--- src/hdl/wdt_cfg.svh ---
`ifndef WDT_CFG_SVH
`define WDT_CFG_SVH

// Host I/O port addresses
`define WDT_IDX_PORT 16'h002E
`define WDT_DATA_PORT 16'h002F

// Key bytes written to the index port
`define WDT_KEY_UNLOCK 8'h87
`define WDT_KEY_LOCK 8'hAA

// Register indexes
`define WDT_REG_LDN 8'h07
`define WDT_REG_ACT 8'h30
`define WDT_REG_UNIT 8'hF5
`define WDT_REG_COUNT 8'hF6
`define WDT_REG_CTRL 8'hF7

// Logical unit number of the watchdog
`define WDT_LDN_WDT 8'h08

// Field positions
`define WDT_ACT_EN_BIT 0
`define WDT_UNIT_MIN_BIT 3
`define WDT_CTRL_MOUSE_BIT 7
`define WDT_CTRL_KBD_BIT 6
`define WDT_CTRL_FORCE_BIT 5
`define WDT_CTRL_STAT_BIT 4

// Reset values and fixed read answers
`define WDT_RST_LDN 8'h00
`define WDT_RST_ACT 8'h00
`define WDT_RST_UNIT 8'h00
`define WDT_RST_COUNT 8'h00
`define WDT_RST_CTRL 8'h00
`define WDT_LOCKED_READ 8'hFF
`define WDT_UNMAPPED_READ 8'h00

// Timing: clock rate in Hz, unit lengths in seconds
`define WDT_CLK_HZ 200000000
`define WDT_SEC_PER_UNIT 1
`define WDT_SEC_PER_MIN 60
`define WDT_SEC_CYCLES (`WDT_CLK_HZ * `WDT_SEC_PER_UNIT)

`endif

--- src/hdl/wdt_pkg.sv ---
package wdt_pkg;

	// Configuration access state, Gray coded along locked-half-open
	typedef enum logic [1:0] {
		WDT_LOCKED = 2'h0,
		WDT_HALF = 2'h1,
		WDT_OPEN = 2'h3
	} wdt_cfg_state_e;

	// One byte of the host I/O bus
	typedef logic [7:0] wdt_byte_t;

endpackage

--- src/hdl/wdt_tick_if.sv ---
`timescale 1ns/1ps

// Link between the countdown logic and the unit time base
interface wdt_tick_if;
	logic restart; // Realign the time base to a fresh unit
	logic unit_min; // High selects minutes, low seconds
	logic tick; // One-cycle pulse per elapsed unit

	modport ctrl(output restart, output unit_min, input tick);
	modport base(input restart, input unit_min, output tick);
endinterface

--- src/hdl/wdt_sync.sv ---
`timescale 1ns/1ps

// Two-flop synchroniser for pins from outside the clock domain
module wdt_sync #(
	parameter int W = 3
) (
	input wire logic clock,
	input wire logic rst,
	input wire logic [W-1:0] d_in,
	output logic [W-1:0] q_out
);

	logic [W-1:0] meta_r; // First stage, read only by the second stage

	// Both stages clear to zero so no false activity shows at reset
	always_ff @(posedge clock) begin
		if (rst) begin
			meta_r <= '0;
			q_out <= '0;
		end else begin
			meta_r <= d_in;
			q_out <= meta_r;
		end
	end

endmodule

--- src/hdl/wdt_timebase.sv ---
`timescale 1ns/1ps
`include "wdt_cfg.svh"

// Divides the clock into one-cycle second and minute enables
module wdt_timebase #(
	parameter int unsigned CYC_PER_SEC = `WDT_SEC_CYCLES
) (
	input wire logic clock,
	input wire logic rst,
	wdt_tick_if.base tb
);

	logic [27:0] cyc_r; // Cycles within the current second
	logic [5:0] sec_r; // Seconds within the current minute
	logic sec_end; // Last cycle of a second
	logic min_end; // Last cycle of a minute

	assign sec_end = (cyc_r == 28'(CYC_PER_SEC - 1));
	assign min_end = sec_end && (sec_r == 6'(`WDT_SEC_PER_MIN - 1));

	// A restart realigns both counters, so a full unit always elapses
	always_ff @(posedge clock) begin
		if (rst || tb.restart) begin
			cyc_r <= '0;
		end else if (sec_end) begin
			cyc_r <= '0;
		end else begin
			cyc_r <= cyc_r + 28'h0000001;
		end
	end

	// Second counter wraps once a minute
	always_ff @(posedge clock) begin
		if (rst || tb.restart) begin
			sec_r <= '0;
		end else if (min_end) begin
			sec_r <= '0;
		end else if (sec_end) begin
			sec_r <= sec_r + 6'h01;
		end
	end

	// Unit pulse of the selected length
	always_ff @(posedge clock) begin
		if (rst || tb.restart) begin
			tb.tick <= 1'b0;
		end else begin
			tb.tick <= tb.unit_min ? min_end : sec_end;
		end
	end

endmodule

--- src/hdl/wdt_top.sv ---
`timescale 1ns/1ps
`include "wdt_cfg.svh"

module wdt_top #(
	parameter int unsigned CYC_PER_SEC = `WDT_SEC_CYCLES
) (
	input wire logic clock,
	input wire logic rst,
	input wire logic [15:0] io_addr,
	input wire logic io_wr,
	input wire logic io_rd,
	input wire logic [7:0] io_wdata,
	output logic [7:0] io_rdata,
	input wire logic kbd_activity,
	input wire logic mouse_activity,
	input wire logic timeout_route_strap,
	output logic irq11_n,
	output logic sys_reset
);

	// Register index match, used by every register decode
	function automatic logic wdt_hit(
		input wdt_pkg::wdt_byte_t idx,
		input wdt_pkg::wdt_byte_t off
	);
		return idx == off;
	endfunction

	// Configuration access state
	wdt_pkg::wdt_cfg_state_e cfg_r;
	wdt_pkg::wdt_cfg_state_e cfg_nxt;

	// Index and register contents
	wdt_pkg::wdt_byte_t index_r; // Last index written while open
	wdt_pkg::wdt_byte_t ldn_r; // Selected logical unit
	logic active_r; // Watchdog function enabled
	wdt_pkg::wdt_byte_t unit_r; // Unit register, bit 3 selects minutes
	wdt_pkg::wdt_byte_t count_r; // Programmed timeout count
	logic mouse_en_r; // Mouse activity restarts the count
	logic kbd_en_r; // Keyboard activity restarts the count
	logic status_r; // Timeout has happened

	// Running countdown
	wdt_pkg::wdt_byte_t cnt_r;

	// Synchronised pins and edge history
	logic [2:0] pins_s; // {strap, mouse, keyboard} after two flops
	logic kbd_d_r; // Keyboard level one cycle back
	logic mouse_d_r; // Mouse level one cycle back

	// Decoded bus strobes
	logic idx_wr; // Write to the index port
	logic data_wr; // Write to the data port while open
	logic data_rd; // Read of the data port while open
	logic wdt_sel; // Watchdog unit is the selected unit
	logic wr_ldn;
	logic wr_act;
	logic wr_unit;
	logic wr_count;
	logic wr_ctrl;

	// Timer events
	logic kbd_edge;
	logic mouse_edge;
	logic act_restart; // Restart from keyboard or mouse activity
	logic restart; // Any restart of the countdown
	logic force_to; // Forced timeout from control bit 5
	logic expire; // Countdown reached zero this cycle
	logic timeout_evt; // Timeout from any cause
	logic route_reset; // Strap selects the reset output

	// Next read answer, latched only on a read strobe
	wdt_pkg::wdt_byte_t rd_nxt;

	// Carries restart and unit choice out, the unit tick back
	wdt_tick_if tb_if ();

	// Unit time base, realigned on every restart
	wdt_timebase #(
		.CYC_PER_SEC(CYC_PER_SEC)
	) u_timebase (
		.clock(clock),
		.rst(rst),
		.tb(tb_if.base)
	);

	// Pins from outside the clock domain pass two flops first
	wdt_sync #(
		.W(3)
	) u_sync (
		.clock(clock),
		.rst(rst),
		.d_in({timeout_route_strap, mouse_activity, kbd_activity}),
		.q_out(pins_s)
	);

	// Strap is a static board level, yet it still passes the synchroniser
	assign route_reset = pins_s[2];

	// Port decode: index port always listens, data port only when open
	assign idx_wr = io_wr && (io_addr == `WDT_IDX_PORT);
	assign data_wr = io_wr && (io_addr == `WDT_DATA_PORT) &&
		(cfg_r == wdt_pkg::WDT_OPEN);
	assign data_rd = io_rd && (io_addr == `WDT_DATA_PORT) &&
		(cfg_r == wdt_pkg::WDT_OPEN);

	// Watchdog registers answer only once its unit is selected
	assign wdt_sel = (ldn_r == `WDT_LDN_WDT);

	// Register write strobes
	assign wr_ldn = data_wr && wdt_hit(index_r, `WDT_REG_LDN);
	assign wr_act = data_wr && wdt_sel && wdt_hit(index_r, `WDT_REG_ACT);
	assign wr_unit = data_wr && wdt_sel && wdt_hit(index_r, `WDT_REG_UNIT);
	assign wr_count = data_wr && wdt_sel &&
		wdt_hit(index_r, `WDT_REG_COUNT);
	assign wr_ctrl = data_wr && wdt_sel && wdt_hit(index_r, `WDT_REG_CTRL);

	// Next configuration state from index port writes
	always_comb begin
		cfg_nxt = cfg_r;
		if (idx_wr) begin
			case (cfg_r)
				wdt_pkg::WDT_LOCKED: begin
					// First key only arms; one key alone opens nothing
					if (io_wdata == `WDT_KEY_UNLOCK) begin
						cfg_nxt = wdt_pkg::WDT_HALF;
					end
				end
				wdt_pkg::WDT_HALF: begin
					// Keys must be back to back on the index port
					if (io_wdata == `WDT_KEY_UNLOCK) begin
						cfg_nxt = wdt_pkg::WDT_OPEN;
					end else begin
						cfg_nxt = wdt_pkg::WDT_LOCKED;
					end
				end
				wdt_pkg::WDT_OPEN: begin
					if (io_wdata == `WDT_KEY_LOCK) begin
						cfg_nxt = wdt_pkg::WDT_LOCKED;
					end
				end
				default: begin
					cfg_nxt = wdt_pkg::WDT_LOCKED;
				end
			endcase
		end
	end

	// Configuration state register
	always_ff @(posedge clock) begin
		if (rst) begin
			cfg_r <= wdt_pkg::WDT_LOCKED;
		end else begin
			cfg_r <= cfg_nxt;
		end
	end

	// Index latch; the lock key and locked writes never become an index, though 8'h87 written while open does
	// An index left from before a lock is still in place after unlock
	always_ff @(posedge clock) begin
		if (rst) begin
			index_r <= '0;
		end else if (idx_wr && (cfg_r == wdt_pkg::WDT_OPEN) &&
			(io_wdata != `WDT_KEY_LOCK)) begin
			index_r <= io_wdata;
		end
	end

	// Logical unit select
	always_ff @(posedge clock) begin
		if (rst) begin
			ldn_r <= `WDT_RST_LDN;
		end else if (wr_ldn) begin
			ldn_r <= io_wdata;
		end
	end

	// Activation: disabled after reset, bit 0 follows each write
	always_ff @(posedge clock) begin
		if (rst) begin
			active_r <= `WDT_RST_ACT == 8'h01;
		end else if (wr_act) begin
			active_r <= io_wdata[`WDT_ACT_EN_BIT];
		end
	end

	// Unit register kept whole so read-modify-write keeps other bits
	always_ff @(posedge clock) begin
		if (rst) begin
			unit_r <= `WDT_RST_UNIT;
		end else if (wr_unit) begin
			unit_r <= io_wdata;
		end
	end

	// Programmed count, reloaded on keyboard or mouse restart
	always_ff @(posedge clock) begin
		if (rst) begin
			count_r <= `WDT_RST_COUNT;
		end else if (wr_count) begin
			count_r <= io_wdata;
		end
	end

	// Restart enables in the control register
	always_ff @(posedge clock) begin
		if (rst) begin
			// Reset values come from the control register's reset byte
			mouse_en_r <= 1'(`WDT_RST_CTRL >> `WDT_CTRL_MOUSE_BIT);
			kbd_en_r <= 1'(`WDT_RST_CTRL >> `WDT_CTRL_KBD_BIT);
		end else if (wr_ctrl) begin
			mouse_en_r <= io_wdata[`WDT_CTRL_MOUSE_BIT];
			kbd_en_r <= io_wdata[`WDT_CTRL_KBD_BIT];
		end
	end

	// Activity edge history, read from the synchronised levels only
	always_ff @(posedge clock) begin
		if (rst) begin
			kbd_d_r <= 1'b0;
			mouse_d_r <= 1'b0;
		end else begin
			kbd_d_r <= pins_s[0];
			mouse_d_r <= pins_s[1];
		end
	end

	// Rising edges only, so a held key restarts the count once
	assign kbd_edge = pins_s[0] && !kbd_d_r;
	assign mouse_edge = pins_s[1] && !mouse_d_r;

	// Activity restarts only when its enable bit is set
	assign act_restart = (kbd_en_r && kbd_edge) ||
		(mouse_en_r && mouse_edge);
	assign restart = wr_count || act_restart;

	// Force bit is a write strobe, so it never holds a stored one
	assign force_to = wr_ctrl && io_wdata[`WDT_CTRL_FORCE_BIT];

	// Expiry on the tick that takes the count from one to zero
	// A restart on that same tick does not hide it: the timeout wins,
	// so a kick that comes too late is still reported
	assign expire = active_r && tb_if.tick && (cnt_r == 8'h01);
	assign timeout_evt = expire || force_to;

	// The time base realigns on every restart
	assign tb_if.restart = restart;
	assign tb_if.unit_min = unit_r[`WDT_UNIT_MIN_BIT];

	// Countdown: a write loads the new value, activity the programmed one
	always_ff @(posedge clock) begin
		if (rst) begin
			cnt_r <= `WDT_RST_COUNT;
		end else if (wr_count) begin
			cnt_r <= io_wdata;
		end else if (act_restart) begin
			cnt_r <= count_r;
		end else if (active_r && tb_if.tick && (cnt_r != 8'h00)) begin
			// Zero holds the timer stopped
			cnt_r <= cnt_r - 8'h01;
		end
	end

	// Timeout status; a timeout in the restart cycle still sets it
	always_ff @(posedge clock) begin
		if (rst) begin
			status_r <= 1'b0;
		end else if (timeout_evt) begin
			status_r <= 1'b1;
		end else if (restart) begin
			status_r <= 1'b0;
		end
	end

	// Outputs follow status; the strap picks which one shows it
	always_ff @(posedge clock) begin
		if (rst) begin
			irq11_n <= 1'b1;
			sys_reset <= 1'b0;
		end else begin
			irq11_n <= !(status_r && !route_reset);
			sys_reset <= status_r && route_reset;
		end
	end

	// Read answer; unlocked reads return register contents, the write-only force bit reads zero
	always_comb begin
		rd_nxt = `WDT_UNMAPPED_READ;
		if (io_addr == `WDT_IDX_PORT) begin
			if (cfg_r == wdt_pkg::WDT_OPEN) begin
				rd_nxt = index_r;
			end else begin
				rd_nxt = `WDT_LOCKED_READ;
			end
		end else if (io_addr == `WDT_DATA_PORT && !data_rd) begin
			// Locked data port reads like an empty bus
			rd_nxt = `WDT_LOCKED_READ;
		end else if (io_addr != `WDT_DATA_PORT) begin
			rd_nxt = `WDT_UNMAPPED_READ;
		end else if (wdt_hit(index_r, `WDT_REG_LDN)) begin
			// Unit select reads back whichever unit is chosen
			rd_nxt = ldn_r;
		end else if (!wdt_sel) begin
			rd_nxt = `WDT_UNMAPPED_READ;
		end else if (wdt_hit(index_r, `WDT_REG_ACT)) begin
			rd_nxt = {7'h00, active_r};
		end else if (wdt_hit(index_r, `WDT_REG_UNIT)) begin
			rd_nxt = unit_r;
		end else if (wdt_hit(index_r, `WDT_REG_COUNT)) begin
			rd_nxt = count_r;
		end else if (wdt_hit(index_r, `WDT_REG_CTRL)) begin
			// Force bit always reads zero, status shows live
			rd_nxt = {mouse_en_r, kbd_en_r, 1'b0, status_r, 4'h0};
		end
	end

	// Read data register, updated on each read strobe
	always_ff @(posedge clock) begin
		if (rst) begin
			io_rdata <= `WDT_UNMAPPED_READ;
		end else if (io_rd) begin
			io_rdata <= rd_nxt;
		end
	end

endmodule

--- config.mk ---
export PLATFORM = sky130hd
export DESIGN_NAME = wdt_top
export DESIGN_NICKNAME = d
export VERILOG_FILES = /design/src/hdl/wdt_pkg.sv /design/src/hdl/wdt_tick_if.sv /design/src/hdl/wdt_sync.sv /design/src/hdl/wdt_timebase.sv /design/src/hdl/wdt_top.sv
export VERILOG_INCLUDE_DIRS = /design/src /design/src/hdl
export SDC_FILE = /design/constraint.sdc
export NUM_CORES = 1
export LEC_CHECK = 0
export ABC_CLOCK_PERIOD_IN_PS = 2600
export BUFFER_PORTS_ARGS = -buffer_cell sky130_fd_sc_hd__buf_2
export CORE_ASPECT_RATIO = 1.2
export CORE_UTILIZATION = 45
export CTS_BUF_LIST = sky130_fd_sc_hd__clkbuf_2 sky130_fd_sc_hd__clkbuf_4 sky130_fd_sc_hd__clkbuf_8
export CTS_CLUSTER_SIZE = 8
export DETAILED_ROUTE_END_ITERATION = 10
export HOLD_SLACK_MARGIN = 0.03
export PLACE_DENSITY = 0.73
export SLEW_MARGIN = 15
export SYNTH_ARGS = -nofsm -noshare
export SYNTH_HDL_FRONTEND = slang
export SYNTH_SLANG_ARGS = --single-unit
--- constraint.sdc ---
create_clock -name clock -period 2.6 [get_ports clock]
set_clock_uncertainty 0.15 [all_clocks]
set_input_delay 0.13 -clock clock [delete_from_list [all_inputs] [get_ports clock]]
set_output_delay 0.13 -clock clock [all_outputs]
set_load 0.01 [all_outputs]
## Word-level counts from Yosys, hierarchy flattened

Index checks and enable logic that the tools add are counted.

- $add $sub $neg: 3
- Multipliers: 0
- Divide/modulo/power cells: 0
- Magnitude comparators: 0
- Equality and inequality tests: 19
- Shifts and indexed selects: 0
- Muxes and demuxes: 20
- Bitwise logic cells: 0
- Reduce and logical (&&, ||, !) cells: 41

Operators with widths:

| cell | number |
|---|---|
| 8-bit two-way mux | 13 |
| 8-bit equality test, second input constant | 5 |
| 16-bit by 6-bit equality test with 1-bit output, second input constant | 2 |
| 28-bit by 1-bit adder with 28-bit output, second input constant | 1 |
| 28-bit equality test, second input constant | 1 |
| 1-bit logical AND | 25 |
| 16-bit by 6-bit != test with 1-bit output, second input constant | 1 |
| 8-bit by 1-bit equality test with 1-bit output, second input constant | 1 |
| 8-bit by 3-bit equality test with 1-bit output, second input constant | 1 |
| 8-bit by 4-bit equality test with 1-bit output, second input constant | 1 |
| 8-bit by 6-bit equality test with 1-bit output, second input constant | 1 |
| 8-bit != test, second input constant | 1 |
| 8-bit nonzero test | 1 |
| 8-bit by 1-bit subtractor with 8-bit output, second input constant | 1 |
| 6-bit by 1-bit adder with 6-bit output, second input constant | 1 |
| 6-bit equality test, second input constant | 1 |
| 2-bit two-way mux | 3 |
| 2-bit case mux with 3 select lines | 1 |
| 1-bit zero test | 5 |
| 1-bit logical OR | 4 |
| 2-bit != test, second input constant | 2 |
| 2-bit OR reduction | 2 |
| 1-bit two-way mux | 3 |
| 3-bit AND reduction | 1 |
| other kinds (5) | 5 |

- Flip-flop bits (word level): 99
- Latch bits: 0
- Memory bits (writable): 0
- Memory bits (read-only): 0
- Input port bits: 31
- Output and inout bits: 10
- Logic and storage cells: 103
- Memories: 0

## Logic depth before layout (Yosys ltp)

Gate-level depths: netlist (run 1).

- Depth in word-level cells: 10
- Mapped depth: 8
- Mapped depth without buffers: 7

## Modules after synthesis

Synthesis (run 1) repeated with hierarchy kept, for this count alone.

- Cell total of the unflattened synthesis: 534
- Area, all modules: 4922.2 um^2

Modules (own cells, without submodules):

| module | instances | cells each | area an instance (um^2) | sequential area each (um^2) |
|---|---|---|---|---|
| wdt_top | 1 | 324 | 3051.7 | 1161.1 |
| wdt_timebase | 1 | 198 | 1712.9 | 700.7 |
| wdt_sync | 1 | 12 | 157.7 | 120.1 |

## Worst setup path before layout (run 1)

Ideal clock, no wire load.

- Path kind: register to register
- From: register index_r[7]
- To: register ldn_r[7]
- Setup time: 128 ps
- Data arrival time: 1810 ps
- Required time: 2322 ps
- Setup slack: 512 ps
- Cell stages (with the launch flop): 6
- Path buffers: 0
- Period minus slack after synthesis: 2088 ps
- Cells stage by stage: dfxtp_1 -> or4_1 -> nor2_1 -> nand4_2 -> mux2i_1 -> nor2_1

- Longest elaborated chain between the ends: 2

Ends and longest elaborated chain:

| what | line | source |
|---|---|---|
| start, declared | wdt_top.sv:34 | `wdt_pkg::wdt_byte_t index_r;` |
| start signal, assigned | wdt_top.sv:165 | `index_r <= io_wdata;` |
| 8-bit by 3-bit equality test with 1-bit output | wdt_top.sv:26 | `return idx == off;` |
| 1-bit logical AND | wdt_top.sv:111 | `` assign wr_ldn = data_wr && wdt_hit(index_r, `WDT_REG_LDN); `` |
| end signal, assigned | wdt_top.sv:172 | `` ldn_r <= `WDT_RST_LDN; `` |
| end signal, assigned | wdt_top.sv:174 | `ldn_r <= io_wdata;` |
| end, declared | wdt_top.sv:35 | `wdt_pkg::wdt_byte_t ldn_r;` |

No other way between the ends.
A chain may end at the register's enable or synchronous reset.

## Worst setup path after layout (run 1)

- From: register cnt_r[0]
- To: register cnt_r[5]

- Longest elaborated chain between the ends: 4
- Elaborated cells on any way between the ends: 7
- Classes of those cells: add/sub (1); mux (3); reduce/logical (3)

Ends and longest elaborated chain:

| what | line | source |
|---|---|---|
| start, declared | wdt_top.sv:44 | `wdt_pkg::wdt_byte_t cnt_r;` |
| start signal, assigned | wdt_top.sv:253 | `` cnt_r <= `WDT_RST_COUNT; `` |
| start signal, assigned | wdt_top.sv:255 | `cnt_r <= io_wdata;` |
| start signal, assigned | wdt_top.sv:257 | `cnt_r <= count_r;` |
| 8-bit by 1-bit subtractor with 8-bit output | wdt_top.sv:260 | `cnt_r <= cnt_r - 8'h01;` |
| 8-bit two-way mux | wdt_top.sv:258 | `end else if (active_r && tb_if.tick && (cnt_r != 8'h00)) begin` |
| 8-bit two-way mux | wdt_top.sv:256 | `end else if (act_restart) begin` |
| 8-bit two-way mux | wdt_top.sv:254 | `end else if (wr_count) begin` |

Parallel ways exist; a longest one is shown, timed or not. The select of a mux whose other input is x is not followed.

==> results of run 1 <==
## routing by layer
metal | global-route usage | vias to the layer above | part of all wire
li1 | - | 1983 | -
met1 | 0.269 | 1928 | 0.42
met2 | 0.367 | 123 | 0.50
met3 | 0.0346 | 32 | 0.047
met4 | 0.109 | 0 | 0.032
met5 | 0 | - | 0
## area by class of cell
type	instances	area, sq um
sequential	99	1980
tap	126	158
fill	899	4630
multi-input combinational	383	2480
timing repair buffer	68	443
inverter	8	30.0
clock buffer	9	124
clock inverter	7	116
## state kept, by name (all words and copies together) (netlist names), 2 cells and up
register / cells
u_timebase.cyc_r: 28
cnt_r: 8
count_r: 8
index_r: 8
io_rdata: 8
ldn_r: 8
unit_r: 8
u_timebase.sec_r: 6
u_sync.meta_r: 3
u_sync.q_out: 3
cfg_r: 2
## logic make-up (layout without fill, tap and decap cells)
logic type	after synthesis	after routing	share of synthesized area
AND/OR/NAND/NOR	236	236	0.284
AO/OA/AOI/OAI	87	87	0.130
flip-flops	99	99	0.432
adder cells (fa/ha/maj)	4	4	0.0109
buffers and inverters	31	92	0.0289
multiplexers	27	27	0.0589
XOR/XNOR	29	29	0.0554
## worst paths after layout
kind | startpoint | end | slack, ps | cells after the start
max | cnt_r[0]$_SDFFE_PP0P_ | cnt_r[5]$_SDFFE_PP0P_ | 250 | 7
min | rst | irq11_n$_SDFF_PP1_ | 90 | 3
min reg2reg | u_sync.meta_r[0]$_SDFF_PP0_ | u_sync.q_out[0]$_SDFF_PP0_ | 300 | 1
max reg2reg | cnt_r[0]$_SDFFE_PP0P_ | cnt_r[5]$_SDFFE_PP0P_ | 250 | 7
## worst max-delay path, stage by stage, from the launching register on
cell      delay [ps]
dfxtp_1          360
inv_1             70
ha_1             170
nor3b_1          500
a21oi_1          180
nand2b_1         200
nand2b_1         310
a311oi_1         320
## metrics by stage
stage	setup WS, ps	std cells	hold slack, ps	instance area (sq um)	utilization
6_report	246	700	89.3	5330	0.535
5_1_grt	57.2	700	105	5330	0.535
4_1_cts	253	700	93.6	5320	0.535
3_5_place_dp	249	671	207	4950	0.497
3_3_place_gp	289	671	193	4950	0.497
2_1_floorplan	512	513	108	4590	-
## cells in the mapped netlist (2+ instances only)
cell type   n
dfxtp_1    99
nor2_1     66
nand2_1    42
mux2i_1    27
nand3_1    27
a21oi_1    22
xor2_1     18
o21ai_0    17
clkbuf_1   16
xnor2_1    11
nand4_1    10
nor2b_1    10
nor3_1     10
and3_1      9
nor4_1      9
inv_1       8
nand2b_1    8
o211ai_1    8
or3_1       8
a311oi_1    7
o2111ai_1   7
a22o_1      5
and4_1      5
or4_1       5
a221o_1     4
buf_2       4
ha_1        4
a211oi_1    3
a221oi_1    3
a31oi_1     3
and2_1      3
nand3b_1    3
nand4_2     3
nand4b_1    3
o31ai_1     3
nor4_4      2
nor4b_1     2
or4_4       2
## timing repair
action / 4_1_cts / 5_1_grt
hold buffers: 13 / 0
endpoints found under the hold margin: 57 / 0
gates resized for setup: 0 / 1
endpoints found under the setup margin: 0 / 1
## power by group through the flow
stage	Sequential [uW]	Combinational [uW]	Clock, uW
5_1_grt	1530	116	1240
2_1_floorplan	1560	44.0	0
6_report	1530	107	1160
3_3_place_gp	1560	89.6	0
4_1_cts	1530	106	1180
3_5_place_dp	1560	91.0	0
==> flow_summary.json, run 1 <==
{
  "drt_iter0_markers": 283,
  "drt_first_pass_iters": 5,
  "drive_gt1_frac": 0.146,
  "crit_path_end_kind": "register",
  "max_cap_viol_count": 0,
  "dieArea_sq_um": 10600,
  "root_buffer": "clkbuf_8",
  "period_needed_ps": 2350,
  "grtUsageTotal": 0.219,
  "worstSetupStartpointType": "register",
  "hold_path.class": "in2reg",
  "gp_congestion": 0.914,
  "synth_edf_count": 0,
  "grt_pass1_wl_um": 18300,
  "yosys_most_used_dff": "dfxtp_1",
  "static-leakage-power_uw": 0.00217,
  "row_count": 40,
  "die_height_um": 113,
  "switching_share": 0.211,
  "yosys-top-cells-area": "dfxtp_1 43%, mux2i_1 5.9%, nor2_1 5.4%, nand2_1 3.4%, xor2_1 3.4%",
  "ys_async_sr_fraction": 0,
  "tightest_slew_ps": 574,
  "maxSlewViolCount": 0,
  "layout_commonest_cell": "dfxtp_1",
  "finalNetCount": 604,
  "syn_area_per_cell_sq_um": 8.94,
  "final_cell_mix": "99 x dfxtp_1, 66 x nor2_1, 42 x nand2_1",
  "ys_ff_latch": 99,
  "arrival_ps": 2480,
  "cts_tree": "built",
  "cts_num_sinks": 99,
  "core_sq_um": 9960,
  "power_uw": 2800,
  "synthesis.nets": 548,
  "antenna_left": 0,
  "initial_core_util": 0.460,
  "p_switching_uw": 589,
  "antenna_found_initial": 0,
  "grt_max_degree": 57,
  "internal_power_uw": 2210,
  "ys_types": 55,
  "io_pins": 41,
  "via_per_inst": 5.81,
  "htreeDepth": 3,
  "netlist_area_sq_um": 4590,
  "crit_type": "reg2reg",
  "clk-insertion-delay-late_ps": 360,
  "cts_max_path_buffers": 2,
  "powerDensity_nw_per_um2": 525,
  "comb_power_share": 0.038,
  "drcViolationCount": 0,
  "synth_top_area_cell": "dfxtp_1",
  "outcome": "completed",
  "yosysSeqAreaShare": 0.432,
  "portBuffers": 40,
  "period_share": 0.905,
  "avgRoutedWirePerCell_um": 15.8,
  "clk_pin_slew_ps": 90,
  "dp_hpwl_um": 7690,
  "relSlewSlack": 0.617,
  "rsz0062_at_grt": "false",
  "hold_viol_final": 0,
  "vias": 4066,
  "ir_drop_uv": 311,
  "setup_viol": 0,
  "required_ps": 2720,
  "max_freq_mhz": 425,
  "area_growth_pct": 16.2,
  "seq_power_share": 0.547,
  "die_w_um": 94.2,
  "cts_buffers": 9,
  "clock_power_share": 0.415,
  "setup_tns_ps": 0,
  "synthCells": 513,
  "gr-total-overflow": 0,
  "worst-path-max-fanout": 6,
  "cts_setup_buffers": 0,
  "synth_warnings": 0,
  "wl_um": 11000,
  "diodes": 0,
  "grt_pass1_vias": 3829,
  "synth_top_area_share": 0.432
}
No activity file was read; power rests on OpenSTA's default activity.
==> run 2: changes to the inputs <==
ABC_AREA = 1   (was default)
==> run 2 against run 1 <==
Worst hold slack got worse by 54 ps. First-iteration DRC count fell by 2.8%. Design area rose by 9.7%. Worst setup slack improved by 190 ps. Combinational power rose by 21%. Final cell count rose by 40%. Clock power fell by 5%.
==> flow_summary.json, run 2 <==
{
  "antenna_found_initial": 0,
  "period_needed_ps": 2170,
  "largest_register_ffs": 28,
  "crit_type": "reg2reg",
  "worst-path-max-fanout": 27,
  "fillCellCount": 1123,
  "hold_path.class": "in2reg",
  "max_freq_mhz": 462,
  "synth_warnings": 0,
  "rsz0062_at_grt": "false",
  "ctsHoldBuffers": 13,
  "setup_viol": 0,
  "ir_drop_uv": 324,
  "yosys-top-cells-area": "dfxtp_1 38%, nand2_1 13%, nor2_1 9.2%, inv_1 7.2%, o21ai_0 4.3%",
  "gp_congestion": 0.914,
  "cts.repair.resized": 0,
  "clk-insertion-delay-late_ps": 370,
  "dp_hpwl_um": 9110,
  "io_pins": 41,
  "via_per_inst": 5.00,
  "worstSetupStartpointType": "register",
  "top_register": "u_timebase.cyc_r",
  "final_cell_mix": "174 x nand2_1, 126 x nor2_1, 99 x inv_1, 99 x dfxtp_1, 44 x o21ai_0",
  "root_buffer": "clkbuf_8",
  "row_count": 42,
  "synthCells": 768,
  "ys_types": 37,
  "dieArea_sq_um": 11900,
  "antenna_left": 0,
  "required_ps": 2700,
  "static-leakage-power_uw": 0.00232,
  "tightest_slew_ps": 582,
  "finish.utilization": 0.528,
  "drive_gt1_frac": 0.110,
  "ys_async_sr_fraction": 0,
  "powerDensity_nw_per_um2": 472,
  "cts_buffers": 9,
  "syn_area_per_cell_sq_um": 6.72,
  "cts_max_path_buffers": 2,
  "clk_pin_slew_ps": 90,
  "synth_most_common_cell": "nand2_1",
  "synth_common_cells": "174 x nand2_1, 126 x nor2_1, 99 x dfxtp_1, 99 x inv_1, 44 x o21ai_0",
  "diodes": 0,
  "htreeDepth": 3,
  "ys_ff_latch": 99,
  "arrival_ps": 2270,
  "vias": 4906,
  "drt_iter0_markers": 275,
  "grt_pass1_vias": 4585,
  "gr-total-overflow": 0,
  "drt_first_pass_iters": 5,
  "area_growth_pct": 13.4,
  "cts_tree": "built",
  "setup_tns_ps": 0,
  "drcViolationCount": 0,
  "grtUsageTotal": 0.220,
  "hp-start": "rst",
  "synth_edf_count": 0,
  "yosys_most_used_dff": "dfxtp_1",
  "r2r-end": "u_timebase.cyc_r[20]$_SDFF_PP0_",
  "cts_num_sinks": 99,
  "maxSlewViolCount": 0,
  "wl_um": 12200,
  "grt_pass1_wl_um": 20800,
  "outcome": "completed",
  "period_share": 0.833,
  "die_height_um": 119,
  "hold_viol_final": 0,
  "layout_commonest_cell": "nand2_1",
  "rrSetupSlack_ps": 430,
  "yosysSeqAreaShare": 0.384,
  "synth_top_area_share": 0.384,
  "worst_hold_path.num_cells": 4,
  "whs_endpoint": "irq11_n$_SDFF_PP1_",
  "avgRoutedWirePerCell_um": 12.5,
  "finalNetCount": 857,
  "synth_top_area_cell": "dfxtp_1",
  "grt_max_degree": 48,
  "synthesis.nets": 803,
  "relSlewSlack": 0.608,
  "die_w_um": 99.7,
  "power_uw": 2760,
  "core_sq_um": 11100,
  "netlist_area_sq_um": 5160,
  "r2r_cells": 9,
  "rr_startpoint": "cfg_r[1]$_SDFFE_PP0P_",
  "initial_core_util": 0.465,
  "max_cap_viol_count": 0,
  "crit_path_end_kind": "register",
  "cts_setup_buffers": 0,
  "portBuffers": 40
}
-- run 2: cell count changes in the layout (fill, tap and decap cells not counted), moves of 8 or more --
cell	change
nand2_1	+132
inv_1	+91
nor2_1	+60
mux2i_1	-27
o21ai_0	+27
a211oi_1	+21
a21oi_1	+18
nand3_1	+16
buf_4	-10
nor2b_1	-10
and3_1	-9
xor2_1	-9
nand2b_1	-8
or3_1	-8
-- run 2: cells by family (layout without fill, tap and decap cells) --
logic type	count (synthesis)	in the layout	share of synthesized area
AOI/OAI and AO/OA	114	114	0.125
xor gates and xnor gates	18	18	0.0306
and+or+nand+nor	413	413	0.356
adders and majority gates	4	4	0.00970
DFF	99	99	0.384
buffers and inverters	120	179	0.0941
-- run 2: per-stage QoR --
stage	cell area (sq um)	worst slack (ps)	instances	hold WS, ps
finish	5850	434	981	35.3
global route	5850	262	981	48.6
CTS	5850	458	981	32.4
detailed placement	5500	458	952	187
global placement	5500	513	952	179
floorplan	5160	778	768	87.0
-- run 2: power by group --
| group | leakage, uW | switching [uW] | internal [uW] | total [uW] |
|---|---|---|---|---|
| clock network | 0.000110 | 543 | 555 | 1100 |
| logic | 0.00141 | 81.9 | 47.7 | 130 |
| registers | 0.000800 | 4.99 | 1530 | 1530 |
-- run 2: layout make-up --
class	count	area, sq um	share of cell area
clock buffers	10	131	0.0225
flip-flops and latches	99	1980	0.339
multi-input cells	549	2690	0.460
inverters	105	395	0.0676
repair buffers	58	368	0.0629
well taps	154	193	0.0329
clock inverters	6	90.1	0.0154
-- run 2: worst max-delay path by stage --
stage | startpoint | endpoint | slack, ps | cells after the start
2_1_floorplan | u_timebase.cyc_r[0]$_SDFF_PP0_ | u_timebase.sec_r[2]$_SDFFE_PP0P_ | 780 | 10
3_3_place_gp | cfg_r[1]$_SDFFE_PP0P_ | u_timebase.cyc_r[17]$_SDFF_PP0_ | 510 | 9
3_5_place_dp | index_r[5]$_SDFFE_PP0P_ | u_timebase.cyc_r[17]$_SDFF_PP0_ | 460 | 9
4_1_cts | index_r[4]$_SDFFE_PP0P_ | u_timebase.cyc_r[17]$_SDFF_PP0_ | 460 | 9
5_1_grt | index_r[4]$_SDFFE_PP0P_ | u_timebase.cyc_r[5]$_SDFF_PP0_ | 260 | 9
6_report | cfg_r[1]$_SDFFE_PP0P_ | u_timebase.cyc_r[20]$_SDFF_PP0_ | 430 | 9
-- run 2: worst max-delay path: stages (launching register included) --
cell,delay (ps)
dfxtp_1,370
nand2_1,180
inv_2,180
nand2_1,80
nor2_2,180
nand3_2,270
nand3_2,200
inv_1,90
nand2_4,250
nor2_1,90
-- run 2: metal layers --
layer,GRT usage,wire (um)
met5,0,0
met3,0.0352,604
met4,0.0882,283
met2,0.372,5790
met1,0.277,5570
